==> config.mk <==
export PLATFORM = sky130hd
export DESIGN_NAME = exec_datapath
export DESIGN_NICKNAME = d
export VERILOG_FILES = /design/src/exec_pkg.sv /design/src/exec_alu.sv /design/src/exec_datapath.sv
export SDC_FILE = /design/constraint.sdc
export NUM_CORES = 2
export LEC_CHECK = 0
export ABC_CLOCK_PERIOD_IN_PS = 10100
export BUFFER_PORTS_ARGS = -buffer_cell sky130_fd_sc_hd__buf_2
export CAP_MARGIN = 20
export CORE_UTILIZATION = 45
export CTS_BUF_LIST = sky130_fd_sc_hd__clkbuf_16
export CTS_CLUSTER_DIAMETER = 100
export CTS_CLUSTER_SIZE = 28
export DETAILED_ROUTE_END_ITERATION = 12
export GPL_ROUTABILITY_DRIVEN = 0
export SLEW_MARGIN = 20
export SYNTH_ARGS = -nofsm -noshare
export SYNTH_HDL_FRONTEND = slang
export SYNTH_HIERARCHICAL = 1
export SYNTH_SLANG_ARGS = --single-unit
==> constraint.sdc <==
create_clock -name MCLK -period 10.1 [get_ports MCLK]
set_input_delay 2.02 -clock MCLK [delete_from_list [all_inputs] [get_ports MCLK]]
set_output_delay 2.02 -clock MCLK [all_outputs]
set_load 0.03 [all_outputs]
==> src/exec_pkg.sv <==
// constants, types and register map for the execution datapath
// assumes a single core clock domain; all users import this package
package exec_pkg;

  // widths
  localparam int PC_W   = 12;
  localparam int MEM_AW = 8;
  localparam int REG_AW = 8;
  localparam int REG_DW = 16;

  // register byte offsets
  localparam logic [REG_AW-1:0] OFS_WREG    = 8'h00;
  localparam logic [REG_AW-1:0] OFS_STATUS  = 8'h04;
  localparam logic [REG_AW-1:0] OFS_PC      = 8'h08;
  localparam logic [REG_AW-1:0] OFS_STACK   = 8'h0c;
  localparam logic [REG_AW-1:0] OFS_CTRL    = 8'h10;
  localparam logic [REG_AW-1:0] OFS_MEMPTR  = 8'h14;
  localparam logic [REG_AW-1:0] OFS_MEMDATA = 8'h18;

  // field positions and reset values
  localparam int CTRL_RUN_BIT = 0;
  localparam int FLAG_W       = 4;
  localparam logic [7:0]      WREG_RST  = 8'h00;
  localparam logic [PC_W-1:0] PC_RST    = 12'h000;
  localparam logic            RUN_RST   = 1'b1;
  localparam logic [7:0]      ZERO_BYTE = 8'h00;
  localparam logic [PC_W-1:0] PC_STEP   = 12'h001;

  // data memory address that aliases the program counter low byte
  localparam logic [MEM_AW-1:0] PCL_ADDR = 8'h06;

  // instruction operations handled here
  typedef enum logic [3:0] {
    OP_ADD_CARRY_TO_W,
    OP_ADD_WITH_CARRY_TO_MEM,
    OP_ADD_MEM_TO_W,
    OP_ADD_IMM_TO_W,
    OP_ADD_INTO_MEMORY,
    OP_AND_MEM_TO_W,
    OP_AND_IMM_TO_W,
    OP_AND_INTO_MEMORY,
    OP_CALL,
    OP_ZERO_FILL_BYTE,
    OP_NOP
  } op_e;

  typedef enum logic [1:0] {
    ALU_ADD,
    ALU_AND,
    ALU_ZERO
  } alu_mode_e;

  // status flags, bit 3 down to bit 0
  typedef struct packed {
    logic sign_wrap_flag;
    logic result_null_flag;
    logic half_carry_flag;
    logic bit7_outflow_flag;
  } flags_s;

  localparam flags_s FLAGS_RST = 4'h0;

  typedef struct packed {
    op_e               code;
    logic [MEM_AW-1:0] addr;
    logic [7:0]        imm;
    logic [PC_W-1:0]   target;
  } op_req_s;

endpackage : exec_pkg

==> src/exec_alu.sv <==
// 8-bit add / and / zero unit with flag generation
// assumes purely combinational use inside the execution datapath
module exec_alu (
  // operands
  input  wire logic                 cin,
  input  wire logic [7:0]           a,
  input  wire logic [7:0]           b,
  input  wire exec_pkg::alu_mode_e  mode,
  // result
  output logic      [7:0]           result,
  output exec_pkg::flags_s          flags
);
  import exec_pkg::*;

  logic [8:0] sum9;
  logic [4:0] low5;
  logic [7:0] and8;

  assign sum9 = {1'b0, a} + {1'b0, b} + {8'h00, cin};
  assign low5 = {1'b0, a[3:0]} + {1'b0, b[3:0]} + {4'h0, cin};
  assign and8 = a & b;

  assign result = (mode == ALU_ADD) ? sum9[7:0] :
                  (mode == ALU_AND) ? and8 : ZERO_BYTE;

  assign flags.bit7_outflow_flag = sum9[8];
  assign flags.half_carry_flag   = low5[4];
  // overflow: like-signed operands giving an unlike-signed sum
  assign flags.sign_wrap_flag    = (a[7] == b[7]) && (sum9[7] != a[7]);
  assign flags.result_null_flag  = (result == ZERO_BYTE);

endmodule : exec_alu

==> src/exec_datapath.sv <==
// execution datapath: add, and, call and zero-fill with status flags
// assumes issue and register port are driven from logic on MCLK
//
// Contract
// - add-with-carry to w: w = w + mem + carry, four flags updated
// - add-with-carry to memory: mem = w + mem + carry, four flags updated
// - add memory to w without carry-in, result in w, four flags
// - add immediate to w without carry-in, result in w, four flags
// - add w into memory without carry-in, result in memory, four flags
// - and memory into w, only zero flag changes
// - and immediate into w, only zero flag changes
// - and w into memory, only zero flag changes
// - call pushes pc plus one, loads target, leaves flags alone
// - call takes two instruction cycles
// - zero-fill writes 00 to the memory byte, no flag changes
//
// The placing of the registers and the address-and-strobe port were chosen for this implementation.
module exec_datapath #(
  parameter int STACK_DEPTH = 8
) (
  // clock, reset, enable
  input  wire logic                          MCLK,
  input  wire logic                          RST,
  input  wire logic                          CE,
  // instruction issue
  input  wire logic                          OP_VALID,
  input  wire exec_pkg::op_req_s             OP_REQ,
  output logic                               OP_READY,
  output logic                               OP_DONE,
  // register port
  input  wire logic [exec_pkg::REG_AW-1:0]   REG_ADDR,
  input  wire logic [exec_pkg::REG_DW-1:0]   REG_WDATA,
  input  wire logic                          REG_WR,
  input  wire logic                          REG_RD,
  output logic      [exec_pkg::REG_DW-1:0]   REG_RDATA,
  // state view
  output logic      [7:0]                    WREG_OUT,
  output exec_pkg::flags_s                   FLAGS_OUT,
  output logic      [exec_pkg::PC_W-1:0]     PC_OUT
);
  import exec_pkg::*;

  localparam int SPW = (STACK_DEPTH > 1) ? $clog2(STACK_DEPTH) : 1;
  localparam logic [SPW:0] LEVEL_MAX = (SPW+1)'(STACK_DEPTH);

  generate
    if (STACK_DEPTH < 2 || (1 << SPW) != STACK_DEPTH) begin : g_bad_depth
      $error("STACK_DEPTH must be a power of two, at least 2");
    end
  endgenerate

  typedef enum logic [1:0] {
    S_RUN,
    S_CALL2,
    S_REFILL
  } state_e;

  //////////////////////////////////////////////////////////////////////////////
  // state

  state_e            state_r;
  state_e            state_nxt;
  logic [7:0]        wreg_r;
  logic [7:0]        wreg_nxt;
  flags_s            flags_r;
  flags_s            flags_nxt;
  logic [PC_W-1:0]   pc_r;
  logic [PC_W-1:0]   pc_nxt;
  logic [PC_W-1:0]   call_tgt_r;
  logic [SPW-1:0]    sp_r;
  logic [SPW:0]      level_r;
  logic              run_en_r;
  logic [MEM_AW-1:0] mem_ptr_r;
  logic [REG_DW-1:0] rdata_r;
  logic              done_r;
  logic              done_nxt;

  logic [7:0]        dmem  [0:(1<<MEM_AW)-1];
  logic [PC_W-1:0]   stack [0:STACK_DEPTH-1];

  //////////////////////////////////////////////////////////////////////////////
  // decode

  op_e        op;
  logic       take;
  logic       is_add;
  logic       is_and;
  logic       is_call;
  logic       is_zero;
  logic       use_carry;
  logic       use_imm;
  logic       to_mem;
  logic       to_w;
  logic       pcl_hit;
  logic [7:0] mem_byte;
  logic [7:0] alu_b;
  logic       alu_cin;
  alu_mode_e  alu_mode;
  logic [7:0] result;
  flags_s     alu_flags;
  logic [PC_W-1:0] pc_inc;

  assign op        = OP_REQ.code;
  assign OP_READY  = (state_r == S_RUN) && run_en_r;
  assign take      = CE && OP_VALID && OP_READY;

  assign is_add    = (op == OP_ADD_CARRY_TO_W) || (op == OP_ADD_WITH_CARRY_TO_MEM) ||
                     (op == OP_ADD_MEM_TO_W) || (op == OP_ADD_IMM_TO_W) ||
                     (op == OP_ADD_INTO_MEMORY);
  assign is_and    = (op == OP_AND_MEM_TO_W) || (op == OP_AND_IMM_TO_W) ||
                     (op == OP_AND_INTO_MEMORY);
  assign is_call   = (op == OP_CALL);
  assign is_zero   = (op == OP_ZERO_FILL_BYTE);
  // only the two carry forms feed the old carry back in
  assign use_carry = (op == OP_ADD_CARRY_TO_W) ||
                     (op == OP_ADD_WITH_CARRY_TO_MEM);
  assign use_imm   = (op == OP_ADD_IMM_TO_W) || (op == OP_AND_IMM_TO_W);
  assign to_mem    = (op == OP_ADD_WITH_CARRY_TO_MEM) || (op == OP_ADD_INTO_MEMORY) ||
                     (op == OP_AND_INTO_MEMORY) || is_zero;
  assign to_w      = (is_add || is_and) && !to_mem;
  assign pcl_hit   = to_mem && (OP_REQ.addr == PCL_ADDR);

  // pc low byte is visible at its data memory address
  assign mem_byte  = (OP_REQ.addr == PCL_ADDR) ? pc_r[7:0] : dmem[OP_REQ.addr];
  assign alu_b     = use_imm ? OP_REQ.imm : mem_byte;
  assign alu_cin   = use_carry && flags_r.bit7_outflow_flag;
  assign alu_mode  = is_add ? ALU_ADD : (is_and ? ALU_AND : ALU_ZERO);
  assign pc_inc    = pc_r + PC_STEP;

  exec_alu u_alu (
    .cin    (alu_cin),
    .a      (wreg_r),
    .b      (alu_b),
    .mode   (alu_mode),
    .result (result),
    .flags  (alu_flags)
  );

  //////////////////////////////////////////////////////////////////////////////
  // register port decode

  logic wr_wreg;
  logic wr_status;
  logic wr_pc;
  logic wr_ctrl;
  logic wr_memptr;
  logic wr_memdata;
  logic [REG_DW-1:0] rd_val;

  assign wr_wreg    = REG_WR && (REG_ADDR == OFS_WREG);
  assign wr_status  = REG_WR && (REG_ADDR == OFS_STATUS);
  assign wr_pc      = REG_WR && (REG_ADDR == OFS_PC);
  assign wr_ctrl    = REG_WR && (REG_ADDR == OFS_CTRL);
  assign wr_memptr  = REG_WR && (REG_ADDR == OFS_MEMPTR);
  assign wr_memdata = REG_WR && (REG_ADDR == OFS_MEMDATA);

  assign rd_val =
    (REG_ADDR == OFS_WREG)    ? {8'h00, wreg_r} :
    (REG_ADDR == OFS_STATUS)  ? {12'h000, flags_r} :
    (REG_ADDR == OFS_PC)      ? {4'h0, pc_r} :
    (REG_ADDR == OFS_STACK)   ? REG_DW'(level_r) :
    (REG_ADDR == OFS_CTRL)    ? REG_DW'(run_en_r) :
    (REG_ADDR == OFS_MEMPTR)  ? {8'h00, mem_ptr_r} :
    (REG_ADDR == OFS_MEMDATA) ? {8'h00, dmem[mem_ptr_r]} : 16'h0000;

  //////////////////////////////////////////////////////////////////////////////
  // next-state logic; a taken instruction wins over a register write

  always_comb begin
    wreg_nxt = wreg_r;
    if (wr_wreg) begin
      wreg_nxt = REG_WDATA[7:0];
    end
    if (take && to_w) begin
      wreg_nxt = result;
    end
  end

  always_comb begin
    flags_nxt = flags_r;
    if (wr_status) begin
      flags_nxt = flags_s'(REG_WDATA[FLAG_W-1:0]);
    end
    if (take && is_add) begin
      flags_nxt = alu_flags;
    end else if (take && is_and) begin
      flags_nxt.result_null_flag = alu_flags.result_null_flag;
    end
    // call and zero-fill leave every flag as it is
  end

  always_comb begin
    pc_nxt = pc_r;
    case (state_r)
      S_RUN: begin
        if (take && is_call) begin
          pc_nxt = pc_r;
        end else if (take && pcl_hit) begin
          pc_nxt = {pc_r[PC_W-1:8], result};
        end else if (take) begin
          pc_nxt = pc_inc;
        end else if (wr_pc) begin
          pc_nxt = REG_WDATA[PC_W-1:0];
        end
      end
      S_CALL2: begin
        pc_nxt = call_tgt_r;
      end
      S_REFILL: begin
        pc_nxt = pc_r;
      end
      default: begin
        pc_nxt = pc_r;
      end
    endcase
  end

  always_comb begin
    state_nxt = state_r;
    case (state_r)
      S_RUN: begin
        if (take && is_call) begin
          state_nxt = S_CALL2;
        end else if (take && pcl_hit) begin
          state_nxt = S_REFILL;
        end
      end
      S_CALL2: begin
        state_nxt = S_RUN;
      end
      S_REFILL: begin
        state_nxt = S_RUN;
      end
      default: begin
        state_nxt = S_RUN;
      end
    endcase
  end

  // done marks the edge on which the last cycle of an instruction ended
  assign done_nxt = (take && !is_call && !pcl_hit) || (state_r != S_RUN);

  //////////////////////////////////////////////////////////////////////////////
  // control flops

  always_ff @(posedge MCLK or posedge RST) begin
    if (RST) begin
      state_r <= S_RUN;
      wreg_r  <= WREG_RST;
      flags_r <= FLAGS_RST;
      pc_r    <= PC_RST;
      done_r  <= 1'b0;
    end else if (CE) begin
      state_r <= state_nxt;
      wreg_r  <= wreg_nxt;
      flags_r <= flags_nxt;
      pc_r    <= pc_nxt;
      done_r  <= done_nxt;
    end
  end

  always_ff @(posedge MCLK or posedge RST) begin
    if (RST) begin
      run_en_r  <= RUN_RST;
      mem_ptr_r <= '0;
      rdata_r   <= '0;
    end else if (CE) begin
      if (wr_ctrl) begin
        run_en_r <= REG_WDATA[CTRL_RUN_BIT];
      end
      if (wr_memptr) begin
        mem_ptr_r <= REG_WDATA[MEM_AW-1:0];
      end
      rdata_r <= REG_RD ? rd_val : '0;
    end
  end

  // call target and return stack; stack wraps when pushed past its depth
  always_ff @(posedge MCLK or posedge RST) begin
    if (RST) begin
      call_tgt_r <= PC_RST;
      sp_r       <= '0;
      level_r    <= '0;
    end else if (CE && take && is_call) begin
      call_tgt_r <= OP_REQ.target;
      sp_r       <= sp_r + 1'b1;
      if (level_r != LEVEL_MAX) begin
        level_r <= level_r + 1'b1;
      end
    end
  end

  always_ff @(posedge MCLK) begin
    if (CE && take && is_call) begin
      stack[sp_r] <= pc_inc;
    end
  end

  //////////////////////////////////////////////////////////////////////////////
  // data memory; no reset, contents undefined until written

  always_ff @(posedge MCLK) begin
    if (CE) begin
      if (take && to_mem && !pcl_hit) begin
        dmem[OP_REQ.addr] <= result;
      end else if (wr_memdata) begin
        dmem[mem_ptr_r] <= REG_WDATA[7:0];
      end
    end
  end

  //////////////////////////////////////////////////////////////////////////////
  // outputs

  assign OP_DONE   = done_r;
  assign REG_RDATA = rdata_r;
  assign WREG_OUT  = wreg_r;
  assign FLAGS_OUT = flags_r;
  assign PC_OUT    = pc_r;

endmodule : exec_datapath

* Yosys cells after proc, flatten, opt, wreduce, memory -nomap -nowiden *
Memory sizes are Yosys's and may differ from the RTL's.
Cells that the tools add are included.

word-level totals
  RAM bits = 2,048
  output and inout bits = 42
  flip-flop bits (word level) = 68
  memories = 1

operators by class
  bitwise logic cells = 1
  reductions and logical operators = 59
  add/sub/neg operators = 6
  equal/unequal tests = 26
  muxes and demuxes = 39

memories
  memory  words  bits a word  read ports  clocked after memory_dff  write ports  line                 text
  dmem    256    8            2           0                         1            exec_datapath.sv:78  logic [7:0] dmem [0:(1<<MEM_AW)-1];

operators by type and width
  kind                                                                   number
  12-bit 2-to-1 mux                                                      8
  8-bit 2-to-1 mux                                                       12
  8-bit by 5-bit equality test with 1-bit output, second input constant  3
  1-bit logical AND                                                      24
  12-bit case mux with 2 select lines                                    1
  4-bit by 3-bit equality test with 1-bit output, second input constant  4
  8-bit by 3-bit equality test with 1-bit output, second input constant  2
  8-bit by 4-bit equality test with 1-bit output, second input constant  2
  8-bit logical NOT                                                      2
  2-bit AND reduction                                                    7
  12-bit by 1-bit adder with 12-bit output, second input constant        1
  1-bit logical OR                                                       12
  2-bit 2-to-1 mux                                                       6
  1-bit 2-to-1 mux                                                       11
  8-bit by 8-bit adder with 9-bit output                                 1
  9-bit by 1-bit adder with 9-bit output                                 1
  8-bit bitwise AND                                                      1
  4-bit by 2-bit equality test with 1-bit output, second input constant  2
  4-bit equality test, second input constant                             2
  2-bit nonzero test                                                     4
  8-bit OR reduction                                                     1
  4-bit by 4-bit adder with 5-bit output                                 1
  5-bit by 1-bit adder with 5-bit output                                 1
  5-bit AND reduction                                                    1
  other kinds (16)                                                       21

* Depth between registers and ports, before layout *
  depth in word-level cells = 12
  depth in mapped cells = 27

* Modules after synthesis *
Netlist, hierarchy kept.

by module, submodules not included
  module         area each (µm²)  times used  cells an instance  sequential area each (µm²)
  exec_datapath  100,049.7        1           5,436              63,101.8
  exec_alu       618.1            1           81                 0.0

* Worst setup path before layout *
Ideal clock, no wire load.

  path kind = input to register
  start = in OP_REQ[20] (netlist name)
  end = mem dmem[0][6] (data pin)
  data arrival time = 8.987 ns
  library setup time = 0.822 ns
  slack = 0.291 ns
  required time = 9.278 ns
  cell stages on the path = 19
  buffers on the path = 4
  cells stage by stage = buf_4 > buf_6 > buf_6 > buf_6 > mux4_2 > mux4_2 > mux4_2 > a21oi_1 > o22ai_1 > inv_1 > fa_1 > inv_1 > fa_1 > a21o_1 > a221oi_1 > mux2i_1 > o21ai_0 > nand2_1 > nand2_1

on the way
  elaborated cells on any way between the ends = 17

RTL lines
  element                                                                               line                  text
  start: declaration                                                                    exec_datapath.sv:27   input wire exec_pkg::op_req_s OP_REQ,
  memory 256 x 8 bit or 8-bit by 3-bit equality test with 1-bit output (tied branches)  --
  8-bit 2-to-1 mux *                                                                    exec_datapath.sv:124  assign mem_byte = (OP_REQ.addr == PCL_ADDR) ? pc_r[7:0] : dmem[OP_REQ.addr];
  8-bit 2-to-1 mux *                                                                    exec_datapath.sv:125  assign alu_b = use_imm ? OP_REQ.imm : mem_byte;
  via alu_b[0]                                                                          exec_datapath.sv:96   logic [7:0] alu_b;
  8-bit by 8-bit adder with 9-bit output *                                              exec_alu.sv:19        assign sum9 = {1'b0, a} + {1'b0, b} + {8'h00, cin};
  9-bit by 1-bit adder with 9-bit output *                                              exec_alu.sv:19
  8-bit 2-to-1 mux *                                                                    exec_alu.sv:23        assign result = (mode == ALU_ADD) ? sum9[7:0] :
  via result[6]                                                                         exec_datapath.sv:99   logic [7:0] result;
  8-bit 2-to-1 mux (no line) *                                                          --
  end: declaration                                                                      exec_datapath.sv:78

The timed path passes the listed nets; every way through them passes the cells marked *.

* Worst setup path after layout *
  start = in OP_REQ[20] (netlist name)
  end = mem dmem[129][6] (data pin)

The elaborated chain is that of the path after synthesis.

==> metrics.txt <==
CTS resizes 0; pwr dens 154 mW/mm²; fmax 117 MHz; clock power share 27.5%; total track usage 31.7%; Die Ht 475 µm; Rel. slew slack 13.7%; Avg WL per Cell 42.0 µm; Critical Path Start Type input port; Clock Tree Buf Depth 3; Crit path required time 10.67 ns; area growth from synthesis to layout 7.09%; Post-Syn Area 0.101 mm²; DP HPWL 241000 µm; Tcrit/Tclk final 85.0%; CP Capture Type flop; Comb pwr share 12.2%; Seq cells post-synth 2112; Final TNS setup 0 ns; total die area 0.226 mm²; status complete, no violations; synth unique cells 96; leak pwr 0.0327 µW; Clock Pin Slew Worst Setup and Hold Paths 0.11 ns; CTS sink cnt 2112; most frequent cells in the layout edfxtp_1, mux4_2, nor2_1, mux2i_1, nand2_1; FP Rows 173; sequential power share 60.4%; CP Class in2reg; vias in the first global route 58900; Final #Nets 5581; slew at the pin with the worst max-slew slack 1.28 ns; Fillers 18400; post-synthesis async set-or-reset flop share 3.03%; port bufs 95; IO Pins 104; Horiz. Die Dim 475 µm; # Post-CTS Setup Buffers 0; Root Buffer clkbuf_16; total gr overflow 0; CTS tree yes; register area share after synthesis 62.7%; Worst Path Max Fanout 49; Placeable Area 0.222 mm²; RSZ-0062 raised after global routing false; Starting Density 45.3%; Psw 4300 µW; DR vias 60900; CTS Buf Count 90; DR iter-0 viols 10000; initial antenna violation count 21; commonest non-fill, non-tap cell in the layout edfxtp_1; Worst Clk Skew 0.0900 ns; maximum vdd ir drop 0.139 mV; Max-cap violations 0; final setup vio count 0; internal power 12300 µW; Via-to-Cell Ratio 7.15; Cells after Synth 5517; share of layout cells above drive strength 1 29.2%; Final Hold Viols 0; DR DRC count 0; first-pass GRT wire length 487000 µm; hold_buf cts 0; number of routed nets with antenna violations 0; DRT Pass-1 Iters 7; Worst-Skew Late Latency 0.82 ns; Slew Viols, Final 0; switching share of power 26.0%; fin cells 8520; syn_area_per_cell 18.2 µm²; largest net degree at the start of global routing 110; fin crit period 8.58 ns; DP Cell Count 8385; Ys Warns 6; final wirelength 358000 µm; number of synthesized flops with an enable pin 2048; Min-Delay Path Class reg2reg; Top FF cell, synth edfxtp_1; H-Tree Depth 3; Crit path arrival time 9.15 ns
cells by family (layout without fill, tap and decap cells):
family	after synthesis	in the layout	share of synthesized area, %
flops	2112	2112	62.7
mux	1281	1281	25.4
simple gates	878	878	3.93
compound gates	745	745	5.22
buf+inv	471	486	2.43
xor+xnor	16	16	0.139
fa+ha+maj	13	13	0.176
other cells	1	14	0.00373
sequential cells by signal, indices dropped and copies added (netlist names):
signal      count
OP_DONE         1
dmem         2048
state_r         2
FLAGS_OUT       4
level_r         4
call_tgt_r     12
run_en_r        1
WREG_OUT        8
REG_RDATA      12
PC_OUT         12
mem_ptr_r       8
power groups by stage:
stage	Combinational (µW)	Clock, µW	Sequential (µW)
2_1_floorplan	1020	0	10300
3_3_place_gp	1930	0	10200
3_5_place_dp	1960	0	10200
4_1_cts	1960	4560	9990
5_1_grt	2060	4800	10000
6_report	2020	4550	10000
stage by stage:
step | setup slack, ns | power, µW | util (%) | hold WS (ns) | instance area, µm²
global route | 1.34 | 16900 | 48.5 | 0.518 | 108000
CTS | 1.55 | 16500 | 48.5 | 0.511 | 108000
detailed placement | 0.717 | 12200 | 47.3 | 0.487 | 105000
finish | 1.52 | 16600 | 48.5 | 0.503 | 108000
global placement | 0.778 | 12100 | 47.2 | 0.467 | 105000
floorplan | 0.291 | 11400 | - | 0.480 | 101000
per-layer routing:
metal	vias to the layer above	track usage, %	part of all wire [%]
met5	-	0	0.048
met2	4428	47.2	45
met1	32400	42.6	36
met4	26	15.0	5.7
met3	798	9.44	13
li1	23300	-	-
cells in the mapped netlist (all sizes together) (22+ instances only):
| master | instances | share of area [%] |
|---|---|---|
| a31oi | 32 | 0.21 |
| nor2b | 22 | 0.14 |
| clkbuf | 158 | 0.60 |
| nand4 | 29 | 0.18 |
| inv | 25 | 0.093 |
| a221oi | 60 | 0.52 |
| edfxtp | 2048 | 61 |
| nand2 | 213 | 0.79 |
| a22oi | 170 | 1.3 |
| nor2 | 384 | 1.4 |
| buf | 285 | 1.7 |
| nor4 | 23 | 0.16 |
| or2 | 22 | 0.14 |
| o21ai | 91 | 0.47 |
| a21oi | 143 | 0.71 |
| a211oi | 27 | 0.21 |
| o22ai | 55 | 0.34 |
| mux2 | 48 | 0.54 |
| and3 | 25 | 0.16 |
| mux4 | 1015 | 23 |
| mux2i | 218 | 2.2 |
| dfrtp | 63 | 1.6 |
| nand3 | 68 | 0.35 |
| a22o | 44 | 0.38 |
| nor3 | 35 | 0.18 |
cell type report:
type / count / area (µm²) / share of cell area (%)
Sequential cell: 2112 / 63100 / 58.6
Antenna cell: 10 / 25.0 / 0.0232
Tap cell: 2975 / 3720 / 3.45
Clock inverter: 27 / 241 / 0.224
Multi-Input combinational cell: 2937 / 35400 / 32.8
Timing Repair Buffer: 338 / 2880 / 2.67
Inverter: 27 / 106 / 0.0987
Clock buffer: 94 / 2350 / 2.18
worst max-delay path: stages:
cell and delay (ns):
buf_8 0.56, mux4_2 0.65, mux4_2 0.47, nor2_1 0.69, a21oi_1 0.14, and3_1 0.21
o311ai_1 0.70, buf_4 0.28, o22ai_1 0.11, inv_1 0.11, fa_1 0.19, inv_1 0.06
fa_1 0.42, a21o_1 0.19, a221oi_1 0.44, mux2i_1 0.18, o21ai_0 0.22, nand2_1 0.17
nand2_4 0.61, buf_4 0.50
final timing paths:
| check | start | end | slack [ns] | cells past startpoint |
|---|---|---|---|---|
| max in group asynchronous | RST | mem_ptr_r[3]$_DFFE_PP0P_ | 7.94 | 3 |
| setup / recovery | OP_REQ[20] | dmem[129][6]$_DFFE_PP_ | 1.52 | 20 |
| min in group asynchronous | RST | mem_ptr_r[1]$_DFFE_PP0P_ | 1.49 | 3 |
| hold reg to reg | REG_RDATA[5]$_DFFE_PP0P_ | REG_RDATA[5]$_DFFE_PP0P_ | 0.50 | 1 |
| hold / removal | REG_RDATA[5]$_DFFE_PP0P_ | REG_RDATA[5]$_DFFE_PP0P_ | 0.50 | 1 |
| setup reg to reg | dmem[83][0]$_DFFE_PP_ | dmem[129][6]$_DFFE_PP_ | 3.24 | 19 |
Note: power is estimated with default switching activity, not from simulation.
